===== config.mk =====
export PLATFORM = sky130hd
export DESIGN_NAME = dom_mapper
export DESIGN_NICKNAME = d
export VERILOG_FILES = /design/src/dom_pkg.sv /design/src/dom_delay.sv /design/src/dom_scale.sv /design/src/dom_mapper.sv
export SDC_FILE = /design/constraint.sdc
export NUM_CORES = 2
export LEC_CHECK = 0
export ABC_AREA = 1
export BUFFER_PORTS_ARGS = -buffer_cell sky130_fd_sc_hd__buf_2
export CORE_ASPECT_RATIO = 1.25
export CORE_MARGIN = 2
export CORE_UTILIZATION = 64
export CTS_BUF_LIST = sky130_fd_sc_hd__clkbuf_16
export DETAILED_ROUTE_END_ITERATION = 12
export PLACE_DENSITY_LB_ADDON = 0.15
export SYNTH_ARGS = -nofsm -noshare
export SYNTH_HDL_FRONTEND = slang
export SYNTH_SLANG_ARGS = --single-unit

===== constraint.sdc =====
create_clock -name CORE_CLK -period 41 [get_ports CORE_CLK]
set_input_delay 4.1 -clock CORE_CLK [delete_from_list [all_inputs] [get_ports CORE_CLK]]
set_output_delay 4.1 -clock CORE_CLK [all_outputs]
set_load 0.03 [all_outputs]

===== src/dom_pkg.sv =====
// Constants, register map and scaling figures of the output terminal mapper.
// Assumes a single 100 MHz core clock and an APB register bus.
package dom_pkg;

	// ****************************************************
	// Clock and delay tick
	// ****************************************************
	localparam int CLK_HZ = 100000000;
	localparam int TICK_MS = 100;
	localparam int TICK_CYCLES = CLK_HZ / 1000 * TICK_MS;
	localparam int TICK_W = 24;
	localparam int DLY_W = 16;
	localparam logic [DLY_W-1:0] DLY_MAX = 16'h8ca0;
	localparam logic [DLY_W-1:0] DLY_RESET = 16'h0000;

	// ****************************************************
	// Terminals
	// ****************************************************
	localparam int NUM_DO = 4;
	localparam int SEL_W = 6;
	localparam logic [SEL_W-1:0] SEL_AIN_GUARD = 6'h1f;
	localparam logic [SEL_W-1:0] SEL_LOAD_LOST = 6'h20;
	localparam logic [SEL_W-1:0] SEL_REVERSE = 6'h21;
	localparam logic [SEL_W-1:0] SEL_HEATSINK = 6'h23;
	localparam logic [SEL_W-1:0] SEL_LOW_LIMIT = 6'h25;
	localparam logic [SEL_W-1:0] SEL_FAULT_RUN = 6'h26;
	localparam logic [SEL_W-1:0] SEL_USER_ONE = 6'h29;
	localparam logic [SEL_W-1:0] SEL_USER_TWO = 6'h2a;

	// ****************************************************
	// Analog scaling: quantities are 0..10000 full scale
	// ****************************************************
	localparam int Q_W = 16;
	localparam int AO_W = 16;
	localparam logic signed [Q_W-1:0] FULL_SCALE = 16'sh2710;
	localparam logic signed [Q_W-1:0] GAIN_ONE = 16'sh0064;
	localparam logic signed [Q_W-1:0] GAIN_LIM = 16'sh03e8;
	localparam logic signed [Q_W-1:0] OFS_LIM = 16'sh03e8;
	localparam int GAIN_DIV = 100;
	localparam int OFS_MUL = 10;
	localparam int NUM_SRC = 16;
	localparam logic [3:0] AO1_SRC_RESET = 4'h0;
	localparam logic [3:0] AO2_SRC_RESET = 4'h1;
	localparam logic [3:0] SRC_COMM = 4'hc;
	localparam logic [Q_W-1:0] PULSE_MAX_RESET = 16'h1388;

	// ****************************************************
	// Register byte offsets
	// ****************************************************
	localparam logic [7:0] R_SEL = 8'h00;
	localparam logic [7:0] R_POL = 8'h04;
	localparam logic [7:0] R_AO_SRC = 8'h08;
	localparam logic [7:0] R_AO1_GAIN = 8'h0c;
	localparam logic [7:0] R_AO1_OFS = 8'h10;
	localparam logic [7:0] R_AO2_GAIN = 8'h14;
	localparam logic [7:0] R_AO2_OFS = 8'h18;
	localparam logic [7:0] R_PULSE_MAX = 8'h1c;
	localparam logic [7:0] R_GUARD = 8'h20;
	localparam logic [7:0] R_HEAT = 8'h24;
	localparam logic [7:0] R_STATUS = 8'h28;
	localparam logic [7:0] R_ON_DLY = 8'h40;
	localparam logic [7:0] R_OFF_DLY = 8'h50;

	// Clamp a signed value to +/- limit
	function automatic logic signed [Q_W-1:0] clamp_sym(
		input logic signed [31:0] v, input logic signed [Q_W-1:0] lim);
		if (v > 32'(lim))
			return lim;
		else if (v < -32'(lim))
			return -lim;
		else
			return v[Q_W-1:0];
	endfunction

endpackage


===== src/dom_delay.sv =====
// One terminal's turn-on/turn-off delay, counting 0.1 s ticks.
// Assumes tick is a one-cycle pulse from a shared divider.
`timescale 1ns/100ps
module dom_delay
	import dom_pkg::*;
(
	input wire logic clk, // core clock
	input wire logic rst, // async reset, high
	input wire logic tick, // 0.1 s enable
	input wire logic cond, // raw condition
	input wire logic [dom_pkg::DLY_W-1:0] on_dly, // turn-on ticks
	input wire logic [dom_pkg::DLY_W-1:0] off_dly, // turn-off ticks
	output logic state // delayed condition
);
	typedef struct packed {
		logic out;
		logic [DLY_W-1:0] cnt;
	} dom_dly_t;

	dom_dly_t s, next_s;
	logic [DLY_W-1:0] target;

	assign target = s.out ? off_dly : on_dly;
	assign state = s.out;

	always_comb begin
		next_s = s;
		if (cond == s.out) begin
			next_s.cnt = '0; // RULE16
		end else if (target == '0) begin
			next_s.out = cond; // RULE13 RULE14
			next_s.cnt = '0;
		end else if (tick) begin
			if (s.cnt + 1'b1 >= target) begin
				next_s.out = cond; // RULE13 RULE14
				next_s.cnt = '0;
			end else begin
				next_s.cnt = s.cnt + 1'b1;
			end
		end
	end

	always_ff @(posedge clk or posedge rst) begin
		if (rst)
			s <= '0; // RULE17
		else
			s <= next_s;
	end
endmodule


===== src/dom_scale.sv =====
// Analog output scaling Y = kX + b, with clamping to output range.
// Assumes X in 0..FULL_SCALE, gain in hundredths, offset in 0.1 %.
`timescale 1ns/100ps
module dom_scale
	import dom_pkg::*;
(
	input wire logic clk, // core clock
	input wire logic rst, // async reset, high
	input wire logic signed [dom_pkg::Q_W-1:0] std_x, // standard output
	input wire logic signed [dom_pkg::Q_W-1:0] gain, // gain x100
	input wire logic signed [dom_pkg::Q_W-1:0] ofs, // offset x0.1 %
	output logic [dom_pkg::AO_W-1:0] y // 0..FULL_SCALE
);
	typedef struct packed {
		logic [AO_W-1:0] y;
	} dom_scl_t;

	dom_scl_t s, next_s;
	logic signed [31:0] prod;
	logic signed [31:0] sum;

	assign y = s.y;

	always_comb begin
		next_s = s;
		prod = 32'(std_x) * 32'(gain) / GAIN_DIV; // RULE11
		sum = prod + 32'(ofs) * OFS_MUL; // RULE12
		// The pin cannot go below zero or above full scale
		if (sum < 0)
			next_s.y = '0;
		else if (sum > 32'(FULL_SCALE))
			next_s.y = AO_W'(FULL_SCALE);
		else
			next_s.y = sum[AO_W-1:0]; // RULE8
	end

	always_ff @(posedge clk or posedge rst) begin
		if (rst)
			s <= '0;
		else
			s <= next_s;
	end
endmodule


===== src/dom_mapper.sv =====
// Output terminal mapper: condition selection, delays, polarity, analog.
// Assumes drive conditions and quantities arrive synchronous to CORE_CLK.
//
// Design decisions made here: the APB register port and the placing of the registers.
`timescale 1ns/100ps
// How it works
// (RULE1) Code 31: on while analog input one is above upper or below lower guard
// (RULE2) Code 32: on while the drive is in the load-lost state
// (RULE3) Code 33: on while the drive runs in reverse
// (RULE4) Code 35: on once heatsink reading reaches heatsink threshold
// (RULE5) Code 37: on while frequency is at lower limit, also when stopped
// (RULE6) Code 38: on while a fault exists under continue-operation handling
// (RULE7) Codes 41 and 42 route user comparison one and two
// (RULE8) Unity gain, zero offset: output spans zero to full scale
// (RULE9) Source selector maps codes to quantities; defaults codes 0 and 1
// (RULE10) Pulse output scales to a max frequency, default 50 kHz
// (RULE11) Analog value is gain times standard plus offset, gain -10..10
// (RULE12) Offset -100..100 percent, 100 percent means full scale shift
// (RULE13) Each digital output delays turning on by 0..3600 s, default 0
// (RULE14) Each digital output delays turning off by its own 0..3600 s
// (RULE15) Per-terminal polarity: positive closes on active, negative opens
// (RULE16) Condition reverting before delay expiry cancels the pending change
// (RULE17) Delays count 0.1 s ticks; reset leaves all outputs inactive
module dom_mapper
	import dom_pkg::*;
(
	input wire logic CORE_CLK, // 100 MHz clock
	input wire logic RST, // async reset, high
	input wire logic PSEL, // APB select
	input wire logic PENABLE, // APB enable
	input wire logic PWRITE, // APB direction
	input wire logic [7:0] PADDR, // APB byte address
	input wire logic [31:0] PWDATA, // APB write data
	output logic [31:0] PRDATA, // APB read data
	output logic PREADY, // APB ready
	output logic PSLVERR, // APB error
	input wire logic [dom_pkg::Q_W-1:0] ANALOG_INPUT_ONE, // input value
	input wire logic LOAD_LOST, // load-lost state
	input wire logic RUN_REVERSE, // running in reverse
	input wire logic [dom_pkg::Q_W-1:0] HEATSINK_TEMPERATURE_READING, // temp
	input wire logic AT_LOWER_LIMIT, // frequency at lower limit or stopped
	input wire logic FAULT_CONTINUE, // fault while continuing operation
	input wire logic USER_COND_ONE, // user comparison one
	input wire logic USER_COND_TWO, // user comparison two
	input wire logic [dom_pkg::NUM_SRC*dom_pkg::Q_W-1:0] QUANTITY, // sources
	output logic OPEN_COLLECTOR_OUTPUT, // terminal drive
	output logic RELAY_OUTPUT_ONE, // relay coil
	output logic RELAY_OUTPUT_TWO, // relay coil
	output logic VIRTUAL_DIGITAL_OUTPUT, // virtual terminal
	output logic [dom_pkg::AO_W-1:0] ANALOG_OUTPUT_ONE, // 0..10000 scale
	output logic [dom_pkg::AO_W-1:0] ANALOG_OUTPUT_TWO, // 0..10000 scale
	output logic [dom_pkg::Q_W-1:0] PULSE_FREQUENCY_OUTPUT // 10 Hz units
);
	import dom_pkg::*;

	// ****************************************************
	// State
	// ****************************************************
	typedef struct packed {
		logic [NUM_DO-1:0][SEL_W-1:0] sel;
		logic [NUM_DO-1:0] pol;
		logic [3:0] ao1_src;
		logic [3:0] ao2_src;
		logic [3:0] pulse_src;
		logic signed [Q_W-1:0] ao1_gain;
		logic signed [Q_W-1:0] ao1_ofs;
		logic signed [Q_W-1:0] ao2_gain;
		logic signed [Q_W-1:0] ao2_ofs;
		logic [Q_W-1:0] pulse_max;
		logic [Q_W-1:0] guard_lower;
		logic [Q_W-1:0] guard_upper;
		logic [Q_W-1:0] heatsink_threshold;
		logic [NUM_DO-1:0][DLY_W-1:0] on_dly;
		logic [NUM_DO-1:0][DLY_W-1:0] off_dly;
		logic [TICK_W-1:0] div;
		logic tick;
		logic [NUM_DO-1:0] pins;
		logic [Q_W-1:0] pulse;
		logic [31:0] rdata;
	} dom_state_t;

	dom_state_t s, next_s;
	logic [NUM_DO-1:0] cond;
	logic [NUM_DO-1:0] dly_state;
	logic signed [Q_W-1:0] std1;
	logic signed [Q_W-1:0] std2;
	logic wr_en;
	logic rd_en;
	logic addr_ok;

	// Select one quantity; a communication value below zero is taken as zero
	function automatic logic signed [Q_W-1:0] pick(input logic [3:0] code);
		logic [Q_W-1:0] q;
		q = QUANTITY[code*Q_W +: Q_W];
		if (code == SRC_COMM)
			return (signed'(q) < 0) ? '0 : signed'(q); // RULE9
		else
			return signed'(q); // RULE9
	endfunction

	// Decode one terminal's selection code to its condition
	function automatic logic decode(input logic [SEL_W-1:0] code);
		unique case (code)
			SEL_AIN_GUARD: return (ANALOG_INPUT_ONE > s.guard_upper) ||
				(ANALOG_INPUT_ONE < s.guard_lower); // RULE1
			SEL_LOAD_LOST: return LOAD_LOST; // RULE2
			SEL_REVERSE: return RUN_REVERSE; // RULE3
			SEL_HEATSINK: return HEATSINK_TEMPERATURE_READING >=
				s.heatsink_threshold; // RULE4
			SEL_LOW_LIMIT: return AT_LOWER_LIMIT; // RULE5
			SEL_FAULT_RUN: return FAULT_CONTINUE; // RULE6
			SEL_USER_ONE: return USER_COND_ONE; // RULE7
			SEL_USER_TWO: return USER_COND_TWO; // RULE7
			// Conditions handled by other blocks stay inactive here
			default: return 1'b0;
		endcase
	endfunction

	// ****************************************************
	// Digital outputs
	// ****************************************************
	always_comb begin
		for (int i = 0; i < NUM_DO; i++)
			cond[i] = decode(s.sel[i]);
	end

	for (genvar g = 0; g < NUM_DO; g++) begin : g_dly
		dom_delay u_dly (
			.clk(CORE_CLK),
			.rst(RST),
			.tick(s.tick),
			.cond(cond[g]),
			.on_dly(s.on_dly[g]),
			.off_dly(s.off_dly[g]),
			.state(dly_state[g])
		);
	end

	assign OPEN_COLLECTOR_OUTPUT = s.pins[0];
	assign RELAY_OUTPUT_ONE = s.pins[1];
	assign RELAY_OUTPUT_TWO = s.pins[2];
	assign VIRTUAL_DIGITAL_OUTPUT = s.pins[3];

	// ****************************************************
	// Analog and pulse outputs
	// ****************************************************
	// A process, not an assign: pick reads QUANTITY beyond its argument
	always_comb begin
		std1 = pick(s.ao1_src);
		std2 = pick(s.ao2_src);
	end

	dom_scale u_ao1 (
		.clk(CORE_CLK),
		.rst(RST),
		.std_x(std1),
		.gain(s.ao1_gain),
		.ofs(s.ao1_ofs),
		.y(ANALOG_OUTPUT_ONE)
	);

	dom_scale u_ao2 (
		.clk(CORE_CLK),
		.rst(RST),
		.std_x(std2),
		.gain(s.ao2_gain),
		.ofs(s.ao2_ofs),
		.y(ANALOG_OUTPUT_TWO)
	);

	assign PULSE_FREQUENCY_OUTPUT = s.pulse;

	// ****************************************************
	// APB slave: zero wait states
	// ****************************************************
	assign wr_en = PSEL && PENABLE && PWRITE;
	assign rd_en = PSEL && !PENABLE && !PWRITE;
	assign PREADY = 1'b1;
	assign PRDATA = s.rdata;
	assign addr_ok = (PADDR[1:0] == 2'b00) && (PADDR <= R_STATUS ||
		(PADDR >= R_ON_DLY && PADDR < R_OFF_DLY + 8'(NUM_DO * 4)));
	assign PSLVERR = PSEL && PENABLE && !addr_ok;

	always_comb begin
		logic signed [31:0] pv;
		int idx;
		pv = '0;
		idx = 0;
		next_s = s;
		// Tick divider for the delay counters
		next_s.tick = 1'b0;
		if (s.div == TICK_W'(TICK_CYCLES - 1)) begin
			next_s.div = '0;
			next_s.tick = 1'b1; // RULE17
		end else begin
			next_s.div = s.div + 1'b1;
		end
		for (int i = 0; i < NUM_DO; i++)
			next_s.pins[i] = dly_state[i] ^ s.pol[i]; // RULE15
		// Pulse rate follows its own selected standard output (pulse_src), clamped to 0..max
		pv = 32'(pick(s.pulse_src)) * signed'(32'(s.pulse_max)) /
			32'(FULL_SCALE);
		if (pv < 0)
			next_s.pulse = '0;
		else if (pv > 32'(s.pulse_max))
			next_s.pulse = s.pulse_max;
		else
			next_s.pulse = pv[Q_W-1:0]; // RULE10
		if (wr_en && addr_ok) begin
			unique case (PADDR)
				R_SEL: begin
					for (int i = 0; i < NUM_DO; i++)
						next_s.sel[i] = PWDATA[8*i +: SEL_W];
				end
				R_POL: next_s.pol = PWDATA[NUM_DO-1:0]; // RULE15
				R_AO_SRC: begin
					next_s.ao1_src = PWDATA[3:0]; // RULE9
					next_s.ao2_src = PWDATA[11:8];
					next_s.pulse_src = PWDATA[19:16];
				end
				R_AO1_GAIN: next_s.ao1_gain =
					clamp_sym(32'(signed'(PWDATA[15:0])), GAIN_LIM); // RULE11
				R_AO1_OFS: next_s.ao1_ofs =
					clamp_sym(32'(signed'(PWDATA[15:0])), OFS_LIM); // RULE12
				R_AO2_GAIN: next_s.ao2_gain =
					clamp_sym(32'(signed'(PWDATA[15:0])), GAIN_LIM); // RULE11
				R_AO2_OFS: next_s.ao2_ofs =
					clamp_sym(32'(signed'(PWDATA[15:0])), OFS_LIM); // RULE12
				R_PULSE_MAX: next_s.pulse_max = PWDATA[15:0];
				R_GUARD: begin
					next_s.guard_lower = PWDATA[15:0];
					next_s.guard_upper = PWDATA[31:16];
				end
				R_HEAT: next_s.heatsink_threshold = PWDATA[15:0];
				default: begin
					idx = int'(PADDR[3:2]);
					// Delays above the range are held at the top value
					// Status is read-only and also lands here
					if (PADDR >= R_ON_DLY && PADDR < R_OFF_DLY)
						next_s.on_dly[idx] = (PWDATA[15:0] > DLY_MAX) ?
							DLY_MAX : PWDATA[15:0]; // RULE13
					else if (PADDR >= R_OFF_DLY)
						next_s.off_dly[idx] = (PWDATA[15:0] > DLY_MAX) ?
							DLY_MAX : PWDATA[15:0]; // RULE14
				end
			endcase
		end
		if (rd_en) begin
			idx = int'(PADDR[3:2]);
			next_s.rdata = '0;
			if (PADDR == R_SEL) begin
				for (int i = 0; i < NUM_DO; i++)
					next_s.rdata[8*i +: SEL_W] = s.sel[i];
			end else if (PADDR == R_POL)
				next_s.rdata = 32'(s.pol);
			else if (PADDR == R_AO_SRC)
				next_s.rdata = {12'h000, s.pulse_src, 4'h0, s.ao2_src,
					4'h0, s.ao1_src};
			else if (PADDR == R_AO1_GAIN)
				next_s.rdata = 32'(s.ao1_gain);
			else if (PADDR == R_AO1_OFS)
				next_s.rdata = 32'(s.ao1_ofs);
			else if (PADDR == R_AO2_GAIN)
				next_s.rdata = 32'(s.ao2_gain);
			else if (PADDR == R_AO2_OFS)
				next_s.rdata = 32'(s.ao2_ofs);
			else if (PADDR == R_PULSE_MAX)
				next_s.rdata = 32'(s.pulse_max);
			else if (PADDR == R_GUARD)
				next_s.rdata = {s.guard_upper, s.guard_lower};
			else if (PADDR == R_HEAT)
				next_s.rdata = 32'(s.heatsink_threshold);
			else if (PADDR == R_STATUS)
				next_s.rdata = {24'h000000, dly_state, cond};
			else if (PADDR >= R_ON_DLY && PADDR < R_OFF_DLY)
				next_s.rdata = 32'(s.on_dly[idx]);
			else if (PADDR >= R_OFF_DLY && addr_ok)
				next_s.rdata = 32'(s.off_dly[idx]);
		end
	end

	always_ff @(posedge CORE_CLK or posedge RST) begin
		if (RST) begin
			s <= '0; // RULE17
			s.ao1_src <= AO1_SRC_RESET; // RULE9
			s.ao2_src <= AO2_SRC_RESET; // RULE9
			s.ao1_gain <= GAIN_ONE; // RULE11
			s.ao2_gain <= GAIN_ONE;
			s.pulse_max <= PULSE_MAX_RESET; // RULE10
		end else begin
			s <= next_s;
		end
	end
endmodule


# == After elaboration in Yosys (flattened, before gate mapping) ==
# Cells that the tools add are included.
# word_totals
elab_cells,267
inputBits,339
register_bits,473
out_inout_bits,86
# op_classes
mux,73
n_div,3
eq_ne,50
n_lt_le_gt_ge,26
shift,3
bitwise,10
n_mul,5
n_reduce_logical,51
n_addsub,7
# ops
operator,n
$shiftx A256 B9 Y16,3
$mux W16,31
$mux W32,11
$eq A6 B6 Y1 const B,28
$mux W17,8
$bwmux W64,2
$lt A32 B1 Y1 const B,3
$ge A16 B16 Y1,5
$add A16 B1 Y16 const B,4
$add A32 B32 Y32,2
$bmux W16 S2,2
$div A32 B8 Y32 const B,2
$gt A32 B15 Y1 const B,2
$logic_not A16 Y1,4
$mul A16 B16 Y32,2
$lt A16 B1 Y1 const B,3
$mul A16 B4 Y20 const B,2
$demux W16 S2,1
$div A32 B15 Y32 const B,1
$eq A8 B5 Y1 const B,4
$gt A32 B16 Y1,1
$mul A16 B17 Y32,1
$pmux W1 S8,4
$add A24 B1 Y24 const B,1
other kinds (34),101

# == Logic depth before layout (Yosys ltp) ==
# depth
ltp_word,18
ltp_mapped,216
depth_no_buf,213

# == By module ==
# Synthesis repeated with hierarchy kept, for this count alone.
# unflattened
cells_unflattened,13765
area_unflattened_um2,93120.6
# modules_own_cells
module,instances,cells_per_inst,area_each_um2
dom_mapper,1,6518,44400.1
dom_scale (u_ao1),1,3080,20738.6
dom_scale (u_ao2),1,3059,20734.9
dom_delay,4,277,1811.7

# == Worst setup path before layout ==
# OpenSTA, ideal clock, no wires.
# synth_path
path_kind,input port to flip-flop
start,input QUANTITY[159] (netlist bit)
end,"register u_ao1.s, in the netlist u_ao1.y[10]"
stages,181
arrival_ps,27512
path_slack_ps,13369
path_buffers,1
path_cell_list,inv_1 > nand2_1 > nand3_1 > nand2_1 > nand2_1 > nand2_1 > inv_1 > nand2_1 > inv_1 > nor2_1 > inv_1 > clkbuf_1 > nor2_1 > fa_1 > fa_1 > fa_1 > fa_1 > fa_1 > [145 not listed] > o21bai_1 > a21oi_1 > o21bai_1 > nand2_1 > nand2_1 > a21oi_1 > o21bai_1 > nand3_1 > nand2_1 > inv_1 > o21ai_0 > inv_1 > o21ai_0 > xor2_1 > nor4_1 > nand2_1 > nor2_1 > nor2_2
# synth_lines
element,line_no,source
start: declaration,dom_mapper.sv:45,"input wire logic [dom_pkg::NUM_SRC*dom_pkg::Q_W-1:0] QUANTITY,"
end signal: assignment,dom_scale.sv:41,s <= next_s;
end: declaration,dom_scale.sv:18,"dom_scl_t s, next_s;"

==> metrics.log <==
INFO  metric run_status = finished, final reports clean
INFO  metric setup_violations = 0
INFO  metric cts_inserted_buffers = 52
INFO  metric grt_max_degree = 191
INFO  metric syn-cell-area = 84,800 um^2
INFO  metric design.portCount = 425
INFO  metric timing.final.crit_period = 33.15 ns
INFO  metric fmax = 30.16 MHz
INFO  metric timing.critical_path.buf_inv = 17
INFO  metric cts_resized = 0
INFO  metric cts_hold_repair.buffers = 0
INFO  metric cp_num_cells = 184
INFO  metric fp.coreArea = 131,800 um^2
INFO  metric maximum_count_of_clock_buffers_along_a_single_path = 3
INFO  metric clock_sinks = 473
INFO  metric post_dp_cell_area = 87,450 um^2
INFO  metric drt_wl_total = 302.5 mm
INFO  metric slew-limit-headroom = 11.43%
INFO  metric dr_total_vias = 87,287
INFO  metric drc = 0
INFO  metric globalplace.congestion = 1.047
INFO  metric tightestPinTransition = 1.325 ns
INFO  metric global_route_wire_length_before_repair = 469.7 mm
INFO  metric nets = 14,236
INFO  metric hpwlAfterDp = 240.4 mm
INFO  metric path_common_cell = sky130_fd_sc_hd__nand2_1
INFO  metric critPathArrivalTime = 33.70 ns
INFO  metric netlist-cell-type-count = 98
INFO  metric r2r.worst_path.cells = 180
INFO  metric hold_ws = 0.4776 ns
INFO  metric drtPass1Iterations = 11
INFO  metric ys_dominant_reg_cell = sky130_fd_sc_hd__dfrtp_1
INFO  metric overall_global_routing_resource_usage = 44.42%
INFO  metric initial_utilization = 64.33%
INFO  metric tritoncts_clock_tree = built
INFO  metric port_buffers = 423
INFO  metric htree_num_levels = 2
INFO  metric worstSetupEndpointType = flop
INFO  metric worst_path_max_stage_delay = 0.58 ns
INFO  metric post_synth.cell_area_avg = 6.766 um^2
INFO  metric grt_overflow_total = 0
INFO  metric synth_edf_count = 0
INFO  metric floorplan.die_area = 135,400 um^2
INFO  metric timing.reg2reg.setup_slack = 9.32 ns
INFO  metric chipHeight = 411.0 um
INFO  metric postSynth.asyncResetShare = 100.0%
INFO  metric drt-wirelength-per-cell = 20.93 um
INFO  metric worst_ep_required_time = 41.55 ns
INFO  metric cts_setup_buffers = 0
INFO  metric drive_above_1_share = 10.36%
INFO  metric timing.clock.skew = 0.05531 ns
INFO  metric detail-route-antenna-nets = 0
INFO  metric drt-vias-per-instance = 6.040
INFO  metric grtUsageMet3 = 13.41%
INFO  metric register_bit_total_from_synthesis = 473
INFO  metric worstSkewPairLatency = 0.71 ns
INFO  metric crit_family = simple AND/OR/NAND/NOR gates
INFO  metric final.period_utilization = 80.86%
INFO  metric first_global_vias = 85,514
INFO  metric setup_repair_after_global_routing_missed_its_margin = false
INFO  metric globalRouteMet1Util = 50.31%
INFO  metric critical_path.reg2reg.startpoint = s[341]
INFO  metric final_max_slew_viol_count = 0
INFO  metric netlist_instances = 12,533
INFO  metric final-hold-violation-count = 0
INFO  metric class_of_the_most_critical_setup_path = input pin to flop
INFO  metric clock-root-buffer = sky130_fd_sc_hd__clkbuf_16
INFO  metric area_delta_synth_final = 5.408%
INFO  metric met2_usage = 70.12%
INFO  metric fp.dieW = 329.6 um
INFO  metric max_cap_violations = 0
INFO  metric critPathMaxFanout = 16
INFO  metric grt-busiest-layer = met2
INFO  metric setup_total_negative_slack = 0 ns
INFO  metric crit_slowest_cell = sky130_fd_sc_hd__fa_1
INFO  metric worstSetupStartpointType = input pin
INFO  metric crit_path_end = u_ao1.y[9]
INFO  metric yosys_warnings = 0
INFO  metric final_area = 89,380 um^2
INFO  metric detail_route.iter0.violations = 10,390
INFO  metric initial_antenna_violation_count = 47
INFO  metric critPathLaunch = QUANTITY[255]
INFO  metric placement_rows = 149
INFO  metric synth_sequential_area_ratio = 13.98%
INFO  metric min-delay-path-class = flop to flop
INFO  metric path_clk_slew = 0.06 ns
INFO  metric crit-reg2reg-capture = u_ao1.y[9]
==> logic make-up after synthesis <==
kind of cell    Yosys count  synth area share (%)
xor+xnor                424                 4.490
compound gates         2003                 13.39
mux                      52                0.6522
simple gates           5687                 30.13
fa+ha+maj              1260                 24.98
flops                   473                 13.98
buf+inv                2632                 12.37
other cells               2              0.008857
==> final cells by class <==
cell class                      count  area, um^2
Antenna cell                       34       85.08
Clock inverter                     46       548.0
Tap cell                         1736        2172
Multi-Input combinational cell   9431       62490
Clock buffer                       52        1301
Sequential cell                   473       11870
Timing Repair Buffer              495        2670
Fill cell                       11708       42420
Inverter                         2184        8242
==> how the worst min path moves through the flow <==
| stage | to | cells after the start | start |
|---|---|---|---|
| 2_1_floorplan | s[53] | 1 | s[53] |
| 3_3_place_gp | s[53] | 1 | s[53] |
| 3_5_place_dp | s[53] | 1 | s[53] |
| 4_1_cts | PRDATA[30] | 2 | PRDATA[30] |
| 5_1_grt | PRDATA[30] | 2 | PRDATA[30] |
| 6_report | PRDATA[30] | 2 | PRDATA[30] |
==> cell usage in the layout (no fill, tap or decap), types with 34 or more instances in the layout <==
master                         n
sky130_fd_sc_hd__a21oi_1     585
sky130_fd_sc_hd__o211ai_1    112
sky130_fd_sc_hd__inv_1      2078
sky130_fd_sc_hd__xor2_1      323
sky130_fd_sc_hd__buf_2       423
sky130_fd_sc_hd__clkinv_1     42
sky130_fd_sc_hd__nor4_1       36
sky130_fd_sc_hd__nor2_2       62
sky130_fd_sc_hd__nand2_1    2852
sky130_fd_sc_hd__nand3_2      60
sky130_fd_sc_hd__diode_2      34
sky130_fd_sc_hd__fa_1        722
sky130_fd_sc_hd__nor2_1     1116
sky130_fd_sc_hd__ha_1        538
sky130_fd_sc_hd__xnor2_1      93
sky130_fd_sc_hd__dfrtp_1     456
sky130_fd_sc_hd__nor3_1      108
sky130_fd_sc_hd__nand2_2     262
sky130_fd_sc_hd__o21ai_0     966
sky130_fd_sc_hd__nand3_1     790
sky130_fd_sc_hd__inv_2        66
sky130_fd_sc_hd__nand2_4      85
sky130_fd_sc_hd__clkbuf_16    52
sky130_fd_sc_hd__buf_4        71
sky130_fd_sc_hd__o22ai_1      51
sky130_fd_sc_hd__nand4_1     206
==> sequential cells by signal, summed over array words and instances (netlist names) <==
signal	count
RELAY_OUTPUT_ONE	1
u_ao1.y	16
s	321
PULSE_FREQUENCY_OUTPUT	16
RELAY_OUTPUT_TWO	1
VIRTUAL_DIGITAL_OUTPUT	1
u_ao2.y	16
g_dly.u_dly.s	64
PRDATA	32
OPEN_COLLECTOR_OUTPUT	1
g_dly.u_dly.state	4
==> worst reg2reg max path, delay by kind of cell (launching register included) <==
family	cells	cell delay (ns)
DFF	1	0.62
and+or+nand+nor	121	16.54
adders and majority gates	10	4.52
buffers and inverters	17	3.62
xor gates and xnor gates	1	0.09
AOI/OAI and AO/OA	31	6.17
==> metal layers <==
layer  wire length [um]  up-vias
met5                170        -
met4              28120       26
met3              35250     1463
met2             134100     4973
met1             104800    40806
li1                   -    40019
==> cells in the mapped netlist, types with 13 or more instances <==
master	count	share of area, %
sky130_fd_sc_hd__ha_1	538	7.9
sky130_fd_sc_hd__mux2_2	26	0.35
sky130_fd_sc_hd__nand3_1	790	4.7
sky130_fd_sc_hd__o22ai_1	51	0.38
sky130_fd_sc_hd__clkinv_1	34	0.15
sky130_fd_sc_hd__o21ai_0	966	5.7
sky130_fd_sc_hd__nand3_2	60	0.71
sky130_fd_sc_hd__buf_2	16	0.094
sky130_fd_sc_hd__o211ai_1	112	0.99
sky130_fd_sc_hd__clkbuf_1	317	1.4
sky130_fd_sc_hd__o21ai_2	22	0.23
sky130_fd_sc_hd__nor2_1	1120	5.0
sky130_fd_sc_hd__o21ai_1	26	0.15
sky130_fd_sc_hd__mux2i_1	26	0.31
sky130_fd_sc_hd__buf_4	54	0.48
sky130_fd_sc_hd__nand2_2	262	1.9
sky130_fd_sc_hd__a21oi_2	22	0.23
sky130_fd_sc_hd__nor2_2	59	0.44
sky130_fd_sc_hd__o21a_1	14	0.12
sky130_fd_sc_hd__nand2_4	85	1.1
sky130_fd_sc_hd__a21oi_1	585	3.5
sky130_fd_sc_hd__o2111ai_1	19	0.20
sky130_fd_sc_hd__fa_1	722	17
sky130_fd_sc_hd__dfrtp_1	461	14
sky130_fd_sc_hd__nand2_1	2852	13
sky130_fd_sc_hd__nand3b_1	25	0.22
sky130_fd_sc_hd__a2bb2oi_1	15	0.15
sky130_fd_sc_hd__nor3_1	109	0.64
sky130_fd_sc_hd__a221oi_1	19	0.20
sky130_fd_sc_hd__inv_1	2069	9.2
sky130_fd_sc_hd__xor2_1	323	3.3
sky130_fd_sc_hd__a21o_1	14	0.12
sky130_fd_sc_hd__buf_1	26	0.12
sky130_fd_sc_hd__o21bai_1	27	0.24
sky130_fd_sc_hd__or2_2	13	0.096
sky130_fd_sc_hd__inv_2	66	0.29
sky130_fd_sc_hd__nor4_1	36	0.27
sky130_fd_sc_hd__nor2_4	19	0.25
sky130_fd_sc_hd__nand4_1	206	1.5
sky130_fd_sc_hd__o221ai_1	23	0.24
sky130_fd_sc_hd__xnor2_1	93	0.96
==> metrics by stage <==
| step | setup slack (ns) | instances | utilization (%) |
|---|---|---|---|
| after floorplan | 13.37 | 12536 | - |
| after CTS | 8.113 | 14417 | 67.75 |
| after detailed placement | 7.532 | 14319 | 66.35 |
| after global routing | 5.053 | 14436 | 67.78 |
| final | 7.846 | 14451 | 67.81 |
| after global placement | 7.821 | 14319 | 66.35 |
Power is left out: the tool's default activity adds up to more than one toggle a clock period on the data nets, which glitch-free logic cannot reach.
